[config.mk]
export PLATFORM = sky130hd
export DESIGN_NAME = xdma_channel
export DESIGN_NICKNAME = d
export VERILOG_FILES = /design/src/core/xdma_pkg.sv /design/src/core/xdma_channel.sv
export VERILOG_INCLUDE_DIRS = /design/src /design/src/core
export SDC_FILE = /design/constraint.sdc
export NUM_CORES = 1
export LEC_CHECK = 0
export BUFFER_PORTS_ARGS = -buffer_cell sky130_fd_sc_hd__buf_2
export CAP_MARGIN = 10
export CORE_ASPECT_RATIO = 1.25
export CORE_UTILIZATION = 35
export CTS_BUF_LIST = sky130_fd_sc_hd__clkbuf_8
export CTS_CLUSTER_SIZE = 14
export DETAILED_ROUTE_END_ITERATION = 8
export PLACE_DENSITY = 0.57
export REMOVE_ABC_BUFFERS = 1
export SLEW_MARGIN = 20
export SYNTH_ARGS = -nofsm -noshare
export SYNTH_HDL_FRONTEND = slang
export SYNTH_SLANG_ARGS = --single-unit
[constraint.sdc]
create_clock -name clk -period 8.9 [get_ports clk]
set_input_delay 0.89 -clock clk [delete_from_list [all_inputs] [get_ports clk]]
set_output_delay 0.89 -clock clk [all_outputs]
set_load 0.005 [all_outputs]
[src/core/xdma_map.svh]
// register map, field positions and reset values of the dma channel
// assumes a 32-bit avalon-mm slave with byte addresses, one aligned word per register
`ifndef XDMA_MAP_SVH
`define XDMA_MAP_SVH

`define XDMA_ADDR_CTRL   8'h00
`define XDMA_ADDR_SRC    8'h04
`define XDMA_ADDR_DST    8'h08
`define XDMA_ADDR_COUNT  8'h0C
`define XDMA_ADDR_OFFSET 8'h10
`define XDMA_ADDR_STATUS 8'h14
`define XDMA_ADDR_MASK   8'h18

`define XDMA_CTRL_ENABLE 31
`define XDMA_CTRL_EXTREQ 2
`define XDMA_CTRL_SRCOFS 1
`define XDMA_CTRL_DSTOFS 0
`define XDMA_STAT_END    0

`define XDMA_CTRL_RST    32'h0000_0004
`define XDMA_OFFSET_RST  32'h0000_0002
`define XDMA_COUNT_RST   32'h0000_0080

`endif

[src/core/xdma_pkg.sv]
// types shared by the dma channel and its surroundings
// assumes the map header supplies all numeric constants
package xdma_pkg;
  // one request on the external memory bus
  typedef struct packed {
    logic        req;
    logic        we;
    logic [31:0] addr;
    logic [7:0]  wdata;
  } xdma_bus_req_type;

  typedef enum logic [1:0] {
    XDMA_IDLE,
    XDMA_READ,
    XDMA_WRITE
  } xdma_state_type;
endpackage

[src/core/xdma_channel.sv]
// one external-bus dma channel: normal mode, byte size, dual address, offset addition
// assumes synchronous request pin, memory bus answering with a one-cycle ack
//
// The address map and the Avalon-MM register port were left to the implementer.
`timescale 1ns/100ps
`default_nettype none
`include "xdma_map.svh"

module xdma_channel (
  input  wire logic                      clk,
  input  wire logic                      rstn,
  input  wire logic [7:0]                avs_address,
  input  wire logic                      avs_read,
  input  wire logic                      avs_write,
  input  wire logic [31:0]               avs_writedata,
  input  wire logic [3:0]                avs_byteenable,
  output var  logic [31:0]               avs_readdata,
  output logic                           avs_waitrequest,
  input  wire logic                      ext_transfer_request_n,
  output var  xdma_pkg::xdma_bus_req_type mem_out,
  input  wire logic [7:0]                mem_rdata,
  input  wire logic                      mem_ack,
  output logic                           irq
);
  import xdma_pkg::*;

  logic [31:0]    ctrl;
  logic [31:0]    src;
  logic [31:0]    dst;
  logic [31:0]    count;
  logic [31:0]    offset;
  logic           end_flag;
  logic           end_mask;
  logic           rd_ack;
  logic           req_prev;
  logic           pending;
  xdma_state_type state;
  logic           wr_acc;
  logic           rd_acc;
  logic           unit_done;
  logic           req_fall;

  // merge write data into a register under the byte enables
  function automatic logic [31:0] merge(input logic [31:0] old, input logic [31:0] wd, input logic [3:0] be);
    for (int i = 0; i < 4; i++) begin
      if (be[i]) begin
        old[i*8 +: 8] = wd[i*8 +: 8];
      end
    end
    return old;
  endfunction

  // writes take no wait state; reads wait one cycle so read data comes from a flop
  assign avs_waitrequest = avs_read & ~rd_ack;
  assign wr_acc    = avs_write;
  assign rd_acc    = avs_read & rd_ack;
  assign unit_done = (state == XDMA_WRITE) & mem_ack;
  assign req_fall  = req_prev & ~ext_transfer_request_n;
  assign irq       = end_flag & end_mask;

  // read path: one wait cycle, data registered, unmapped reads return zero
  always_ff @(posedge clk or negedge rstn) begin
    if (!rstn) begin
      rd_ack       <= 1'b0;
      avs_readdata <= 32'h0000_0000;
    end else begin
      rd_ack <= avs_read & ~rd_ack;
      if (avs_read & ~rd_ack) begin
        unique case (avs_address)
          `XDMA_ADDR_CTRL:   avs_readdata <= ctrl;
          `XDMA_ADDR_SRC:    avs_readdata <= src;
          `XDMA_ADDR_DST:    avs_readdata <= dst;
          `XDMA_ADDR_COUNT:  avs_readdata <= count;
          `XDMA_ADDR_OFFSET: avs_readdata <= offset;
          `XDMA_ADDR_STATUS: avs_readdata <= {31'h0000_0000, end_flag};
          `XDMA_ADDR_MASK:   avs_readdata <= {31'h0000_0000, end_mask};
          default:           avs_readdata <= 32'h0000_0000;
        endcase
      end
    end
  end

  // control word; hardware clears enable when the count runs out, which beats a software write
  always_ff @(posedge clk or negedge rstn) begin
    if (!rstn) begin
      ctrl <= `XDMA_CTRL_RST;
    end else begin
      if (wr_acc && avs_address == `XDMA_ADDR_CTRL) begin
        ctrl <= merge(ctrl, avs_writedata, avs_byteenable) & 32'h8000_0007;
      end
      if (unit_done && count == 32'h0000_0001) begin
        ctrl[`XDMA_CTRL_ENABLE] <= 1'b0;
      end
    end
  end

  // addresses: software loads them, each finished byte steps them by the offset or leaves them
  always_ff @(posedge clk or negedge rstn) begin
    if (!rstn) begin
      src <= 32'h0000_0000;
      dst <= 32'h0000_0000;
    end else if (unit_done) begin
      if (ctrl[`XDMA_CTRL_SRCOFS]) begin
        src <= src + offset;
      end
      if (ctrl[`XDMA_CTRL_DSTOFS]) begin
        dst <= dst + offset;
      end
    end else begin
      if (wr_acc && avs_address == `XDMA_ADDR_SRC) begin
        src <= merge(src, avs_writedata, avs_byteenable);
      end
      if (wr_acc && avs_address == `XDMA_ADDR_DST) begin
        dst <= merge(dst, avs_writedata, avs_byteenable);
      end
    end
  end

  // count and offset; zero count wraps through all 2^32 bytes
  always_ff @(posedge clk or negedge rstn) begin
    if (!rstn) begin
      count  <= `XDMA_COUNT_RST;
      offset <= `XDMA_OFFSET_RST;
    end else begin
      if (unit_done) begin
        count <= count - 32'h0000_0001;
      end else if (wr_acc && avs_address == `XDMA_ADDR_COUNT) begin
        count <= merge(count, avs_writedata, avs_byteenable);
      end
      if (wr_acc && avs_address == `XDMA_ADDR_OFFSET) begin
        offset <= merge(offset, avs_writedata, avs_byteenable);
      end
    end
  end

  // sticky end flag: a read of status clears it, a same-cycle set wins
  always_ff @(posedge clk or negedge rstn) begin
    if (!rstn) begin
      end_flag <= 1'b0;
      end_mask <= 1'b0;
    end else begin
      if (unit_done && count == 32'h0000_0001) begin
        end_flag <= 1'b1;
      end else if (rd_acc && avs_address == `XDMA_ADDR_STATUS) begin
        end_flag <= 1'b0;
      end
      if (wr_acc && avs_address == `XDMA_ADDR_MASK && avs_byteenable[0]) begin
        end_mask <= avs_writedata[`XDMA_STAT_END];
      end
    end
  end

  // request capture: edges before enable are ignored; in auto mode the channel asks itself
  always_ff @(posedge clk or negedge rstn) begin
    if (!rstn) begin
      req_prev <= 1'b1;
      pending  <= 1'b0;
    end else begin
      req_prev <= ext_transfer_request_n;
      if (!ctrl[`XDMA_CTRL_ENABLE]) begin
        pending <= 1'b0;
      end else if (!ctrl[`XDMA_CTRL_EXTREQ] || req_fall) begin
        pending <= 1'b1;
      end else if (state == XDMA_IDLE) begin
        pending <= 1'b0;
      end
    end
  end

  // cycle-steal sequencer: read one byte, write it, drop the bus for a cycle
  always_ff @(posedge clk or negedge rstn) begin
    if (!rstn) begin
      state     <= XDMA_IDLE;
      mem_out   <= '0;
    end else begin
      unique case (state)
        XDMA_IDLE: begin
          if (pending && ctrl[`XDMA_CTRL_ENABLE]) begin
            state   <= XDMA_READ;
            mem_out <= '{req: 1'b1, we: 1'b0, addr: src, wdata: 8'h00};
          end
        end
        XDMA_READ: begin
          if (mem_ack) begin
            state     <= XDMA_WRITE;
            mem_out   <= '{req: 1'b1, we: 1'b1, addr: dst, wdata: mem_rdata};
          end
        end
        XDMA_WRITE: begin
          if (mem_ack) begin
            state   <= XDMA_IDLE;
            mem_out <= '0;
          end
        end
      endcase
    end
  end
endmodule // xdma_channel
`default_nettype wire

* After elaboration in Yosys (flattened, before gate mapping)
Index checks and enable logic that the tools add are counted.
** Operators by class
- Add/subtract/negate cells :: 3
- Bitwise operators :: 7
- Multiplexer cells :: 30
- Equality and inequality tests :: 15
- Reductions and logical operators :: 43
** Operators with widths (number)
- $mux W32 :: 9
- $pmux W32 S7 :: 1
- $mux W42 :: 3
- $pmux W42 S3 :: 1
- $add A32 B32 Y32 :: 2
- $mux W8 :: 5
- $eq A32 B1 Y1 const B :: 1
- $sub A32 B1 Y32 const B :: 1
- $reduce_and A3 Y1 :: 9
- $eq A8 B5 Y1 const B :: 3
- $reduce_and A2 Y1 :: 10
- $reduce_bool A2 Y1 :: 10
- $eq A8 B4 Y1 const B :: 2
- $logic_and A1 B1 Y1 :: 10
- $eq A8 B3 Y1 const B :: 1
- $logic_not A8 Y1 :: 1
- $ne A2 B2 Y1 const B :: 4
- $mux W1 :: 6
- $mux W2 :: 3
- $pmux W2 S3 :: 1
- $and A1 B1 Y1 :: 5
- $mux W3 :: 1
- $ne A3 B1 Y1 const B :: 1
- $eq A2 B1 Y1 const B :: 1
- other kinds (6) :: 7
** Storage, ports and cells
- Input bits :: 58
- Flip-flop bits (word level) :: 213
- Output and inout bits :: 76
- Word-level logic and storage cells :: 127

* Depth between registers and ports, before layout
Gate-level depths: netlist of the first run.
- Depth after elaboration :: 5
- Mapped depth :: 11
- Mapped depth without buffers :: 11

* Least setup slack after synthesis of the first run
Ideal clock, no wire load.
- Path type :: register to register
- From :: register offset[0]
- To :: register src[20]
- Path buffers :: 0
- Arrival time :: 2860 ps
- Required time :: 8763 ps
- Cell stages (with the launch flop) :: 12
- Period minus slack after synthesis :: 2997 ps
- Library setup time :: 137 ps
- Slack :: 5903 ps
- Path through :: dfrtp_1 ha_1 fa_1 a211oi_1 nor2_1 o311a_1 a21bo_2 a21o_1 a21o_1 a311oi_2 mux2i_1 o211ai_1
** On the way
- Longest elaborated chain between the ends :: 3
** RTL lines
- from (decl) :: line xdma_channel.sv:31 : logic [31:0] offset;
- from (signal assigned) :: line xdma_channel.sv:123 : offset <= `XDMA_OFFSET_RST;
- from (signal assigned) :: line xdma_channel.sv:131 : offset <= merge(offset, avs_writedata, avs_byteenable);
- $add A32 B32 Y32 :: line xdma_channel.sv:104 : src <= src + offset;
- $mux W32 :: line xdma_channel.sv:103 : if (ctrl[`XDMA_CTRL_SRCOFS]) begin
- $mux W32 :: line xdma_channel.sv:102 : end else if (unit_done) begin
- to (signal assigned) :: line xdma_channel.sv:104
- to (signal assigned) :: line xdma_channel.sv:111 : src <= merge(src, avs_writedata, avs_byteenable);
- to (decl) :: line xdma_channel.sv:28 : logic [31:0] src;
No other way between the ends. The select of a mux whose other input is x is not followed.
A chain may end at the register's enable or synchronous reset.

* Worst setup path in the final report of the first run
- From :: input avs_address[1]
- To :: register offset[9]
** On the way
- Longest elaborated chain between the ends :: 3
** RTL lines
- from (decl) :: line xdma_channel.sv:12 : input wire logic [7:0] avs_address,
- $eq A8 B5 Y1
- $logic_and A1 B1 Y1 (no source line)
- $reduce_and A2 Y1 (no source line)
No other way between the ends.

==> results.json, run 1 <==
{
  "critical_path.startpoint": "avs_address[1]",
  "die_h_microns": 222,
  "setup_viol": 0,
  "irDropWorstVdd_mv": 0.157,
  "combPwrFrac_pct": 30.0,
  "antenna_found_initial": 3,
  "fin_setup_tns_ps": 0,
  "syn2layout_area_growth_pct": 15.0,
  "gp_congestion": 0.904,
  "dr.pass1.iters": 8,
  "ys_warn_count": 0,
  "grt_start_max_net_pins": 85,
  "clk_latency_ps": 570,
  "status": "finished clean",
  "cts_root_buf": "clkbuf_8",
  "end_kind": "register",
  "power_switching_mw": 1.30,
  "layout_setup_ws_ps": 5110,
  "routed_wl_microns": 46300,
  "ioPinCount": 134,
  "cts_hold_buf": 0,
  "syn_inst": 1539,
  "min_path_type": "in -> async",
  "drc": 0,
  "post-route-period-util_pct": 42.6,
  "fp.dieW_microns": 178,
  "drive_above_1_share_pct": 17.5,
  "mostFrequentLayoutCells": "nand2_1 (226), dfrtp_1 (208), o21ai_0 (156)",
  "worstMarginPinSlew_ps": 954,
  "cts_made_buffers": 38,
  "htreeDepth": 2,
  "via_per_inst": 5.73,
  "ant_nets": 0,
  "cts.reportedPaths.clkPinSlew_ps": 60,
  "power_leakage_nw": 7.57,
  "num_rows": 80,
  "rsz0062_at_grt": "false",
  "portBuffers": 133,
  "grt_pass1_vias": 12377,
  "r2r_cells": 11,
  "required_ps": 9340,
  "grt_use_total_pct": 23.9,
  "ctsLongestPathBuffers": 3,
  "pwr-share-clk_pct": 29.1,
  "vias": 12488,
  "cp-endpoint": "offset[9]",
  "crit_type": "in -> reg",
  "ys_ff_latch": 212,
  "cts_tree": "built",
  "final_common_cell": "nand2_1",
  "ys_seq_area_share_pct": 39.2,
  "grt_pass1_wl_microns": 72600,
  "grt_overflow_total": 0,
  "cap_violations": 0,
  "place_ws_ps": 4610,
  "place_inst": 2110,
  "startpoint_type": "input pin",
  "cts_sinks": 212,
  "rr_startpoint": "offset[0]",
  "period_minus_slack_ps": 3790,
  "ys.flop_type": "dfrtp_1",
  "synthArstFlopShare_pct": 100,
  "switching_share_pct": 39.2,
  "cts-resized-gates": 0,
  "initial_core_util_pct": 35.5,
  "fmax_ghz": 0.264,
  "avgSynthCellArea_sq_um": 8.80,
  "drt-initial-drc-count": 1069,
  "finish.utilization_pct": 40.8,
  "p_total_mw": 3.31,
  "finalMaxSlewViolations": 0,
  "die_area_sq_um": 39500,
  "clock_skew_ps": 21.2,
  "instances_no_fill": 2181,
  "netlist_area_sq_um": 13500,
  "post_cts_buffers": 0,
  "r2r_end": "src[28]",
  "hold_viol_final": 0,
  "fillerInstances": 3892,
  "r2r_slack_ps": 5270,
  "arrival_ps": 4230,
  "seqPwrFrac_pct": 40.9,
  "hpwlAfterDp_microns": 33000,
  "relSlewSlack_pct": 36.4,
  "synth_edf_count": 0,
  "synth_cell_types": 81,
  "final_nets": 1786,
  "worstPathMaxFanout": 23,
  "core-area_sq_um": 38100,
  "routedWlPerCell_microns": 21.2,
  "p_per_area_nw_per_um2": 213,
  "internal-power_mw": 2.01
}
==> metal layers <==
| metal | track usage, % | vias up | part of all wire (%) |
|---|---|---|---|
| li1 | - | 5932 | - |
| met1 | 30.5 | 6044 | 41 |
| met2 | 40.1 | 411 | 50 |
| met3 | 3.43 | 99 | 5.3 |
| met4 | 9.35 | 2 | 3.5 |
| met5 | 0 | - | 0.024 |
==> cell families after synthesis <==
group	Yosys count	share of synthesized area (%)
xor gates and xnor gates	50	3.23
DFF	212	39.2
AOI/OAI and AO/OA	556	26.5
adders and majority gates	70	6.58
muxes	51	4.19
buffers and inverters	102	2.88
and+or+nand+nor	498	17.4
==> per-stage QoR <==
step / cell area [sq um] / hold WS (ps)
global route: 15600 / 371
floorplan: 13200 / 453
detailed placement: 14800 / 466
global placement: 14800 / 458
CTS: 15600 / 340
finish: 15600 / 324
==> synthesized netlist by cell type, types with 16 or more instances <==
cell type    n  share of area, %
ha_1        68               6.3
xnor2_1     29               1.9
o21ai_0    157               5.8
a222oi_1    32               2.4
nor2_1     103               2.9
a21o_1      34               1.9
nor3_1      17              0.63
xor2_1      21               1.4
a21oi_1    132               4.9
nor2b_1     40               1.8
and2_1      24               1.1
a31oi_1     50               2.3
nand2_1    227               6.3
mux2_2      45               3.7
clkbuf_1    67               1.9
inv_1       25              0.69
a22o_1      35               2.3
dfrtp_1    208                38
nand3_1     16              0.59
==> layout make-up <==
| cell class | count | area [sq um] | area share (%) |
|---|---|---|---|
| diodes | 2 | 5.00 | 0.0322 |
| clock buffers | 50 | 688 | 4.42 |
| clock inverters | 19 | 100 | 0.643 |
| inverters | 25 | 93.8 | 0.603 |
| multi-input cells | 1225 | 7910 | 50.8 |
| flip-flops and latches | 212 | 5310 | 34.1 |
| well taps | 492 | 616 | 3.95 |
| repair buffers | 156 | 848 | 5.45 |
==> sequential cells by signal (all words and copies together) (netlist names), 4 cells and up <==
register      flops
avs_readdata     32
count            32
ctrl              4
dst              32
mem_out          42
offset           32
src              32
==> critical path, cell delays in order <==
cell and delay [ps]:
buf_2 100, nor3_1 180, nand2_1 300, nor3_1 750, and2_1 610, buf_4 480
nand3_1 470, mux2_2 430
==> power groups by stage <==
stage,Combinational [mW],Sequential (mW),Clock (mW)
after global routing,1.11,1.39,1.03
after CTS,1.00,1.35,0.990
after detailed placement,1.00,1.37,0
after floorplan,0.616,1.32,0
final,0.993,1.35,0.964
after global placement,0.978,1.36,0
==> worst min-delay path by stage <==
stage	from	endpoint	slack [ps]	cells past startpoint
floorplan	end_flag	end_flag	450	2
global placement	mem_out[25]	mem_out[25]	460	2
detailed placement	mem_out[0]	mem_out[0]	470	2
CTS	rstn	mem_out[7]	340	1
global route	rstn	mem_out[37]	370	1
finish	rstn	mem_out[37]	320	1
No activity file was read; power rests on OpenSTA's default activity.
==> inputs of run 2 (changes only) <==
- PLACE_DENSITY: 0.57 -> 0.59
- clock period: 8.9 -> 3.25 ns (I/O delays scaled with it)
==> results.json, run 2 (same netlist as run 1, synthesis figures left out) <==
{
  "top_register": "mem_out",
  "gp_congestion": 0.945,
  "syn2layout_area_growth_pct": 20.7,
  "antenna_found_initial": 1,
  "die_area_sq_um": 39500,
  "vias": 13008,
  "cpMostUsedCell": "a21o_1",
  "p_per_area_nw_per_um2": 570,
  "pwr-share-clk_pct": 28.6,
  "status": "finished clean",
  "min_path_type": "in -> reg",
  "clock_skew_ps": 25.4,
  "grt_pass1_wl_microns": 73700,
  "cts.reportedPaths.clkPinSlew_ps": 60,
  "setup_viol": 0,
  "drive_above_1_share_pct": 20.2,
  "hpwlAfterDp_microns": 33800,
  "cts_made_buffers": 40,
  "dr.pass1.iters": 8,
  "power_switching_mw": 3.63,
  "routedWlPerCell_microns": 20.9,
  "largest_reg_flops": 42,
  "seqPwrFrac_pct": 39.6,
  "startpoint_type": "register",
  "ant_nets": 0,
  "irDropWorstVdd_mv": 0.316,
  "end_kind": "register",
  "clk_latency_ps": 580,
  "fp.dieW_microns": 178,
  "place_inst": 2159,
  "initial_core_util_pct": 35.5,
  "rsz0062_at_grt": "true",
  "mostFrequentLayoutCells": "nand2_1 (226), dfrtp_1 (208), o21ai_0 (155)",
  "portBuffers": 133,
  "final_nets": 1865,
  "cts_tree": "built",
  "regArea_sq_um": 5310,
  "worstPathMaxFanout": 4,
  "final_common_cell": "nand2_1",
  "period_minus_slack_ps": 3120,
  "fin_setup_tns_ps": 0,
  "cap_violations": 0,
  "crit_type": "reg -> reg",
  "routed_wl_microns": 47200,
  "hold_viol_final": 0,
  "grt_pass1_vias": 12858,
  "htreeDepth": 2,
  "drc": 0,
  "post-route-period-util_pct": 96.1,
  "grt_start_max_net_pins": 85,
  "cp_cell_sequence": "ha_1 > fa_2 > a211oi_2 > nor2_1 > o311a_1 > a21bo_4 > a21o_1 > a21o_1 > a311oi_2 > mux2i_1 > o211ai_1",
  "arrival_ps": 3540,
  "switching_share_pct": 38.9,
  "cts_root_buf": "clkbuf_8",
  "via_per_inst": 5.77,
  "holdWs_ps": 35.8,
  "die_h_microns": 222,
  "ctsLongestPathBuffers": 3,
  "internal-power_mw": 5.69,
  "p_total_mw": 9.32,
  "cts_sinks": 212,
  "worstMarginPinSlew_ps": 1050,
  "relSlewSlack_pct": 28.9,
  "instances_no_fill": 2256,
  "ioPinCount": 134,
  "multiInputGateArea_sq_um": 7940,
  "critPathSlowestCell": "o311a_1",
  "core-area_sq_um": 38100,
  "combPwrFrac_pct": 31.8,
  "finalMaxSlewViolations": 0,
  "cp_slowest_stage_delay_ps": 410,
  "required_ps": 3660,
  "fmax_ghz": 0.320,
  "num_rows": 80,
  "power_leakage_nw": 7.95,
  "grt_use_total_pct": 24.3,
  "drt-initial-drc-count": 1083,
  "finish.utilization_pct": 42.8,
  "fillerInstances": 3771,
  "grt_overflow_total": 0
}
## run 2: changes by cell type in the layout (fill, tap and decap cells not counted), moves of 3 or more
| cell | delta |
|---|---|
| a211oi_1 | -3 |
| a211oi_2 | +3 |
| buf_12 | +6 |
| buf_4 | +43 |
| clkbuf_8 | +4 |
| dlygate4sd3_1 | +28 |
| inv_1 | -6 |
## run 2: metrics by stage
stage | worst slack (ps) | cell area [sq um]
after global placement | 50.3 | 15200
after detailed placement | -23.3 | 15200
final | 127 | 16300
after global routing | 2.12 | 16300
after CTS | 17.7 | 16300
after floorplan | -2300 | 13200
## run 2: worst paths after layout
kind                       cells after the start         startpoint                to  slack [ps]
max reg2reg                                   11          offset[0]           src[20]         130
max in group asynchronous                      3               rstn  avs_readdata[11]        2070
min reg2reg                                    2        mem_out[31]       mem_out[31]         470
max                                           11          offset[0]           src[20]         130
min                                            2  avs_writedata[19]        offset[19]          40
min in group asynchronous                      2               rstn        mem_out[3]         330
## run 2: routing by layer
metal | global-route usage, % | routed length (microns) | up-vias
met3 | 3.57 | 2810 | 110
met4 | 8.80 | 1480 | 2
met1 | 30.6 | 19500 | 6341
met2 | 41.6 | 23400 | 475
li1 | - | - | 6080
met5 | 0 | 17 | -
## run 2: area by class of cell
type / count / share of cell area (%)
well taps: 492 / 3.77
repair buffers: 233 / 9.62
clock buffers: 54 / 4.55
inverters: 25 / 0.574
flip-flops and latches: 212 / 32.5
multi-input cells: 1225 / 48.6
diodes: 1 / 0.0153
clock inverters: 14 / 0.383
## run 2: repair_timing
action / in CTS / in global routing
hold endpoints to repair: 99 / 0
hold buffers: 28 / 0
endpoints found under the setup margin: 1 / 11
resized for setup: 1 / 12
pin swaps: 0 / 3
setup buffers: 0 / 0
## run 2: worst max-delay path, delay by kind of cell (launching register included)
family                   cells  cell delay [ps]
AND/OR/NAND/NOR              1               90
adder cells (fa/ha/maj)      2              610
multiplexers                 1              220
flip-flops                   1              390
AO/OA/AOI/OAI                7             1660
## run 2: power by group through the flow
| stage | logic, mW | registers (mW) | clock network [mW] |
|---|---|---|---|
| finish | 2.96 | 3.69 | 2.66 |
| global route | 3.30 | 3.76 | 2.87 |
| CTS | 2.98 | 3.68 | 2.74 |
| detailed placement | 2.94 | 3.72 | 0 |
| global placement | 2.88 | 3.70 | 0 |
| floorplan | 1.69 | 3.60 | 0 |
==> inputs of run 3 (changes only) <==
- ABC_AREA: unset -> 1
- PLACE_DENSITY: 0.59 -> 0.58
==> results.json, run 3 <==
{
  "status": "finished clean",
  "ctsLongestPathBuffers": 3,
  "dr.pass1.iters": 6,
  "cts.reportedPaths.clkPinSlew_ps": 70,
  "via_per_inst": 5.19,
  "largest_reg_flops": 42,
  "worstPathMaxFanout": 18,
  "clock_skew_ps": 30.6,
  "path_buf_inv": 4,
  "layout_setup_ws_ps": 572,
  "core-area_sq_um": 43300,
  "period_minus_slack_ps": 2680,
  "relSlewSlack_pct": 58.2,
  "startpoint_type": "register",
  "mostFrequentLayoutCells": "nand2_1 (782), inv_1 (370), nor2_1 (304)",
  "syn2layout_area_growth_pct": 15.9,
  "synth_cell_types": 53,
  "hold_viol_final": 0,
  "routedWlPerCell_microns": 20.5,
  "ys_warn_count": 0,
  "die_area_sq_um": 44900,
  "min_path_type": "in -> reg",
  "num_rows": 85,
  "end_kind": "register",
  "ys_top_cells_by_area": "dfrtp_1 (34%), nand2_1 (19%), inv_1 (8.8%), nor2_1 (7.4%), ha_1 (5.5%)",
  "avgSynthCellArea_sq_um": 6.44,
  "worstHoldStart": "avs_writedata[30]",
  "yosysTopAreaCell": "dfrtp_1",
  "min_path_cells": 3,
  "p_total_mw": 10.7,
  "fin_setup_tns_ps": 0,
  "clk_latency_ps": 600,
  "ioPinCount": 134,
  "required_ps": 3720,
  "grt_pass1_wl_microns": 96500,
  "htreeDepth": 2,
  "synthArstFlopShare_pct": 100,
  "initial_core_util_pct": 35.6,
  "muxShareOfSynthArea_pct": 0.365,
  "place_ws_ps": 593,
  "arrival_ps": 3150,
  "fp.dieW_microns": 190,
  "crit_type": "reg -> reg",
  "r2r_cells": 11,
  "irDropWorstVdd_mv": 0.651,
  "yosys.cell_count.top_type": "nand2_1",
  "portBuffers": 133,
  "vias": 16387,
  "min_to": "offset[30]",
  "post-route-period-util_pct": 82.4,
  "cts_made_buffers": 41,
  "yosys-top-cells-count": "nand2_1 (783), inv_1 (360), nor2_1 (305), dfrtp_1 (208), a21oi_1 (139)",
  "r2r_slack_ps": 570,
  "cts_tree": "built",
  "cts-resized-gates": 0,
  "grt_pass1_vias": 15894,
  "ys_ff_latch": 212,
  "final_common_cell": "nand2_1",
  "rr_startpoint": "state[0]",
  "worstMarginPinSlew_ps": 624,
  "rsz0062_at_grt": "false",
  "synth_edf_count": 0,
  "gp_congestion": 1.02,
  "die_h_microns": 237,
  "synth_adder_area_share_pct": 5.78,
  "cts_hold_buf": 21,
  "grt_start_max_net_pins": 65,
  "synth-xor-area-share_pct": 0.909,
  "fmax_ghz": 0.373,
  "synthSimpleGateAreaFrac_pct": 33.7,
  "p_per_area_nw_per_um2": 596,
  "fin_area_sq_um": 17900,
  "placed_cell_area_sq_um": 16800,
  "cap_violations": 0,
  "critPathSlowestCell": "nand2_1",
  "post_cts_buffers": 0,
  "hpwlAfterDp_microns": 50000,
  "grt_overflow_total": 0,
  "ys.flop_type": "dfrtp_1",
  "ant_nets": 0,
  "finalMaxSlewViolations": 0,
  "top_register": "mem_out",
  "synth_top_area_share_pct": 33.7,
  "synth-compound-area-share_pct": 13.9,
  "cp_cell_sequence": "inv_1 > ha_1 > nand2_2 > clkinv_2 > nand2_1 > a21boi_1 > inv_2 > nand2_1 > inv_1 > nor2_1 > a21oi_1",
  "antennaDiodeCount": 0,
  "cp_slowest_stage_delay_ps": 490,
  "drive_above_1_share_pct": 10.9,
  "r2r_end": "src[20]",
  "cts_root_buf": "clkbuf_8",
  "cts_sinks": 212,
  "grt_use_total_pct": 28.9,
  "netlist_area_sq_um": 15400,
  "final_nets": 2690,
  "ys_seq_area_share_pct": 34.4,
  "power_leakage_nw": 9.79,
  "routed_wl_microns": 64700,
  "setup_viol": 0,
  "syn_inst": 2395,
  "drt-initial-drc-count": 1312,
  "drc": 0,
  "antenna_found_initial": 0,
  "synth_top_family_by_area": "simple AND/OR/NAND/NOR gates",
  "path_delay_family": "simple AND/OR/NAND/NOR gates"
}
[run 3: cell types whose count changed after synthesis, moves of 31 or more]
| cell | delta |
|---|---|
| a21o_1 | -31 |
| nor2_1 | +202 |
| clkbuf_1 | -34 |
| a222oi_1 | -32 |
| a31oi_1 | -34 |
| o21ai_0 | -41 |
| nand2_1 | +556 |
| o22ai_1 | +38 |
| nor2b_1 | -40 |
| nand3_1 | +101 |
| inv_1 | +335 |
| mux2_2 | -40 |
| a22o_1 | -34 |
[run 3: worst max path at each step]
| stage | startpoint | endpoint | slack [ps] | depth (start not counted) |
|---|---|---|---|---|
| after floorplan | state[0] | count[14] | -350 | 11 |
| after global placement | state[0] | src[20] | 650 | 11 |
| after detailed placement | state[0] | src[20] | 590 | 11 |
| after CTS | state[0] | src[22] | 580 | 11 |
| after global routing | state[0] | src[20] | 410 | 11 |
| final | state[0] | src[20] | 570 | 11 |
[run 3: logic make-up after synthesis]
family	count (synthesis)
buf+inv	432
flops	212
simple gates	1284
mux	5
xor+xnor	16
compound gates	376
fa+ha+maj	70
[run 3: per-layer routing]
layer  up-vias  GRT usage, %  share of wire, %
met3       183          3.57               4.7
met2       615          49.6                49
li1       7924             -                 -
met4         0          19.1               7.2
met5         -             0                 0
met1      7665          33.5                39
[run 3: area by class of cell]
class                           count  area (sq um)
Multi-Input combinational cell   1751          8440
Fill cell                        4708         25400
Clock buffer                       52           716
Timing Repair Buffer              182          1130
Inverter                          374          1410
Clock inverter                     24           169
Sequential cell                   212          5310
Tap cell                          565           707
[run 3: worst min-delay path, stage by stage]
cell,delay (ps)
buf_2,90
inv_1,60
o21ai_0,80
[run 3: report_power, final]
group | internal [mW] | switching, mW
Clock | 1.61 | 1.35
Combinational | 1.23 | 2.61
Sequential | 3.24 | 0.619
Total | 6.09 | 4.58
[run 3: metrics by stage]
step / hold WS, ps / std cells / util, %
after floorplan: 29.4 / 2337 / -
after global placement: 314 / 3063 / 38.8
after detailed placement: 306 / 3063 / 38.8
after CTS: 1.70 / 3160 / 41.3
after global routing: 23.5 / 3160 / 41.3
final: 24.5 / 3160 / 41.3
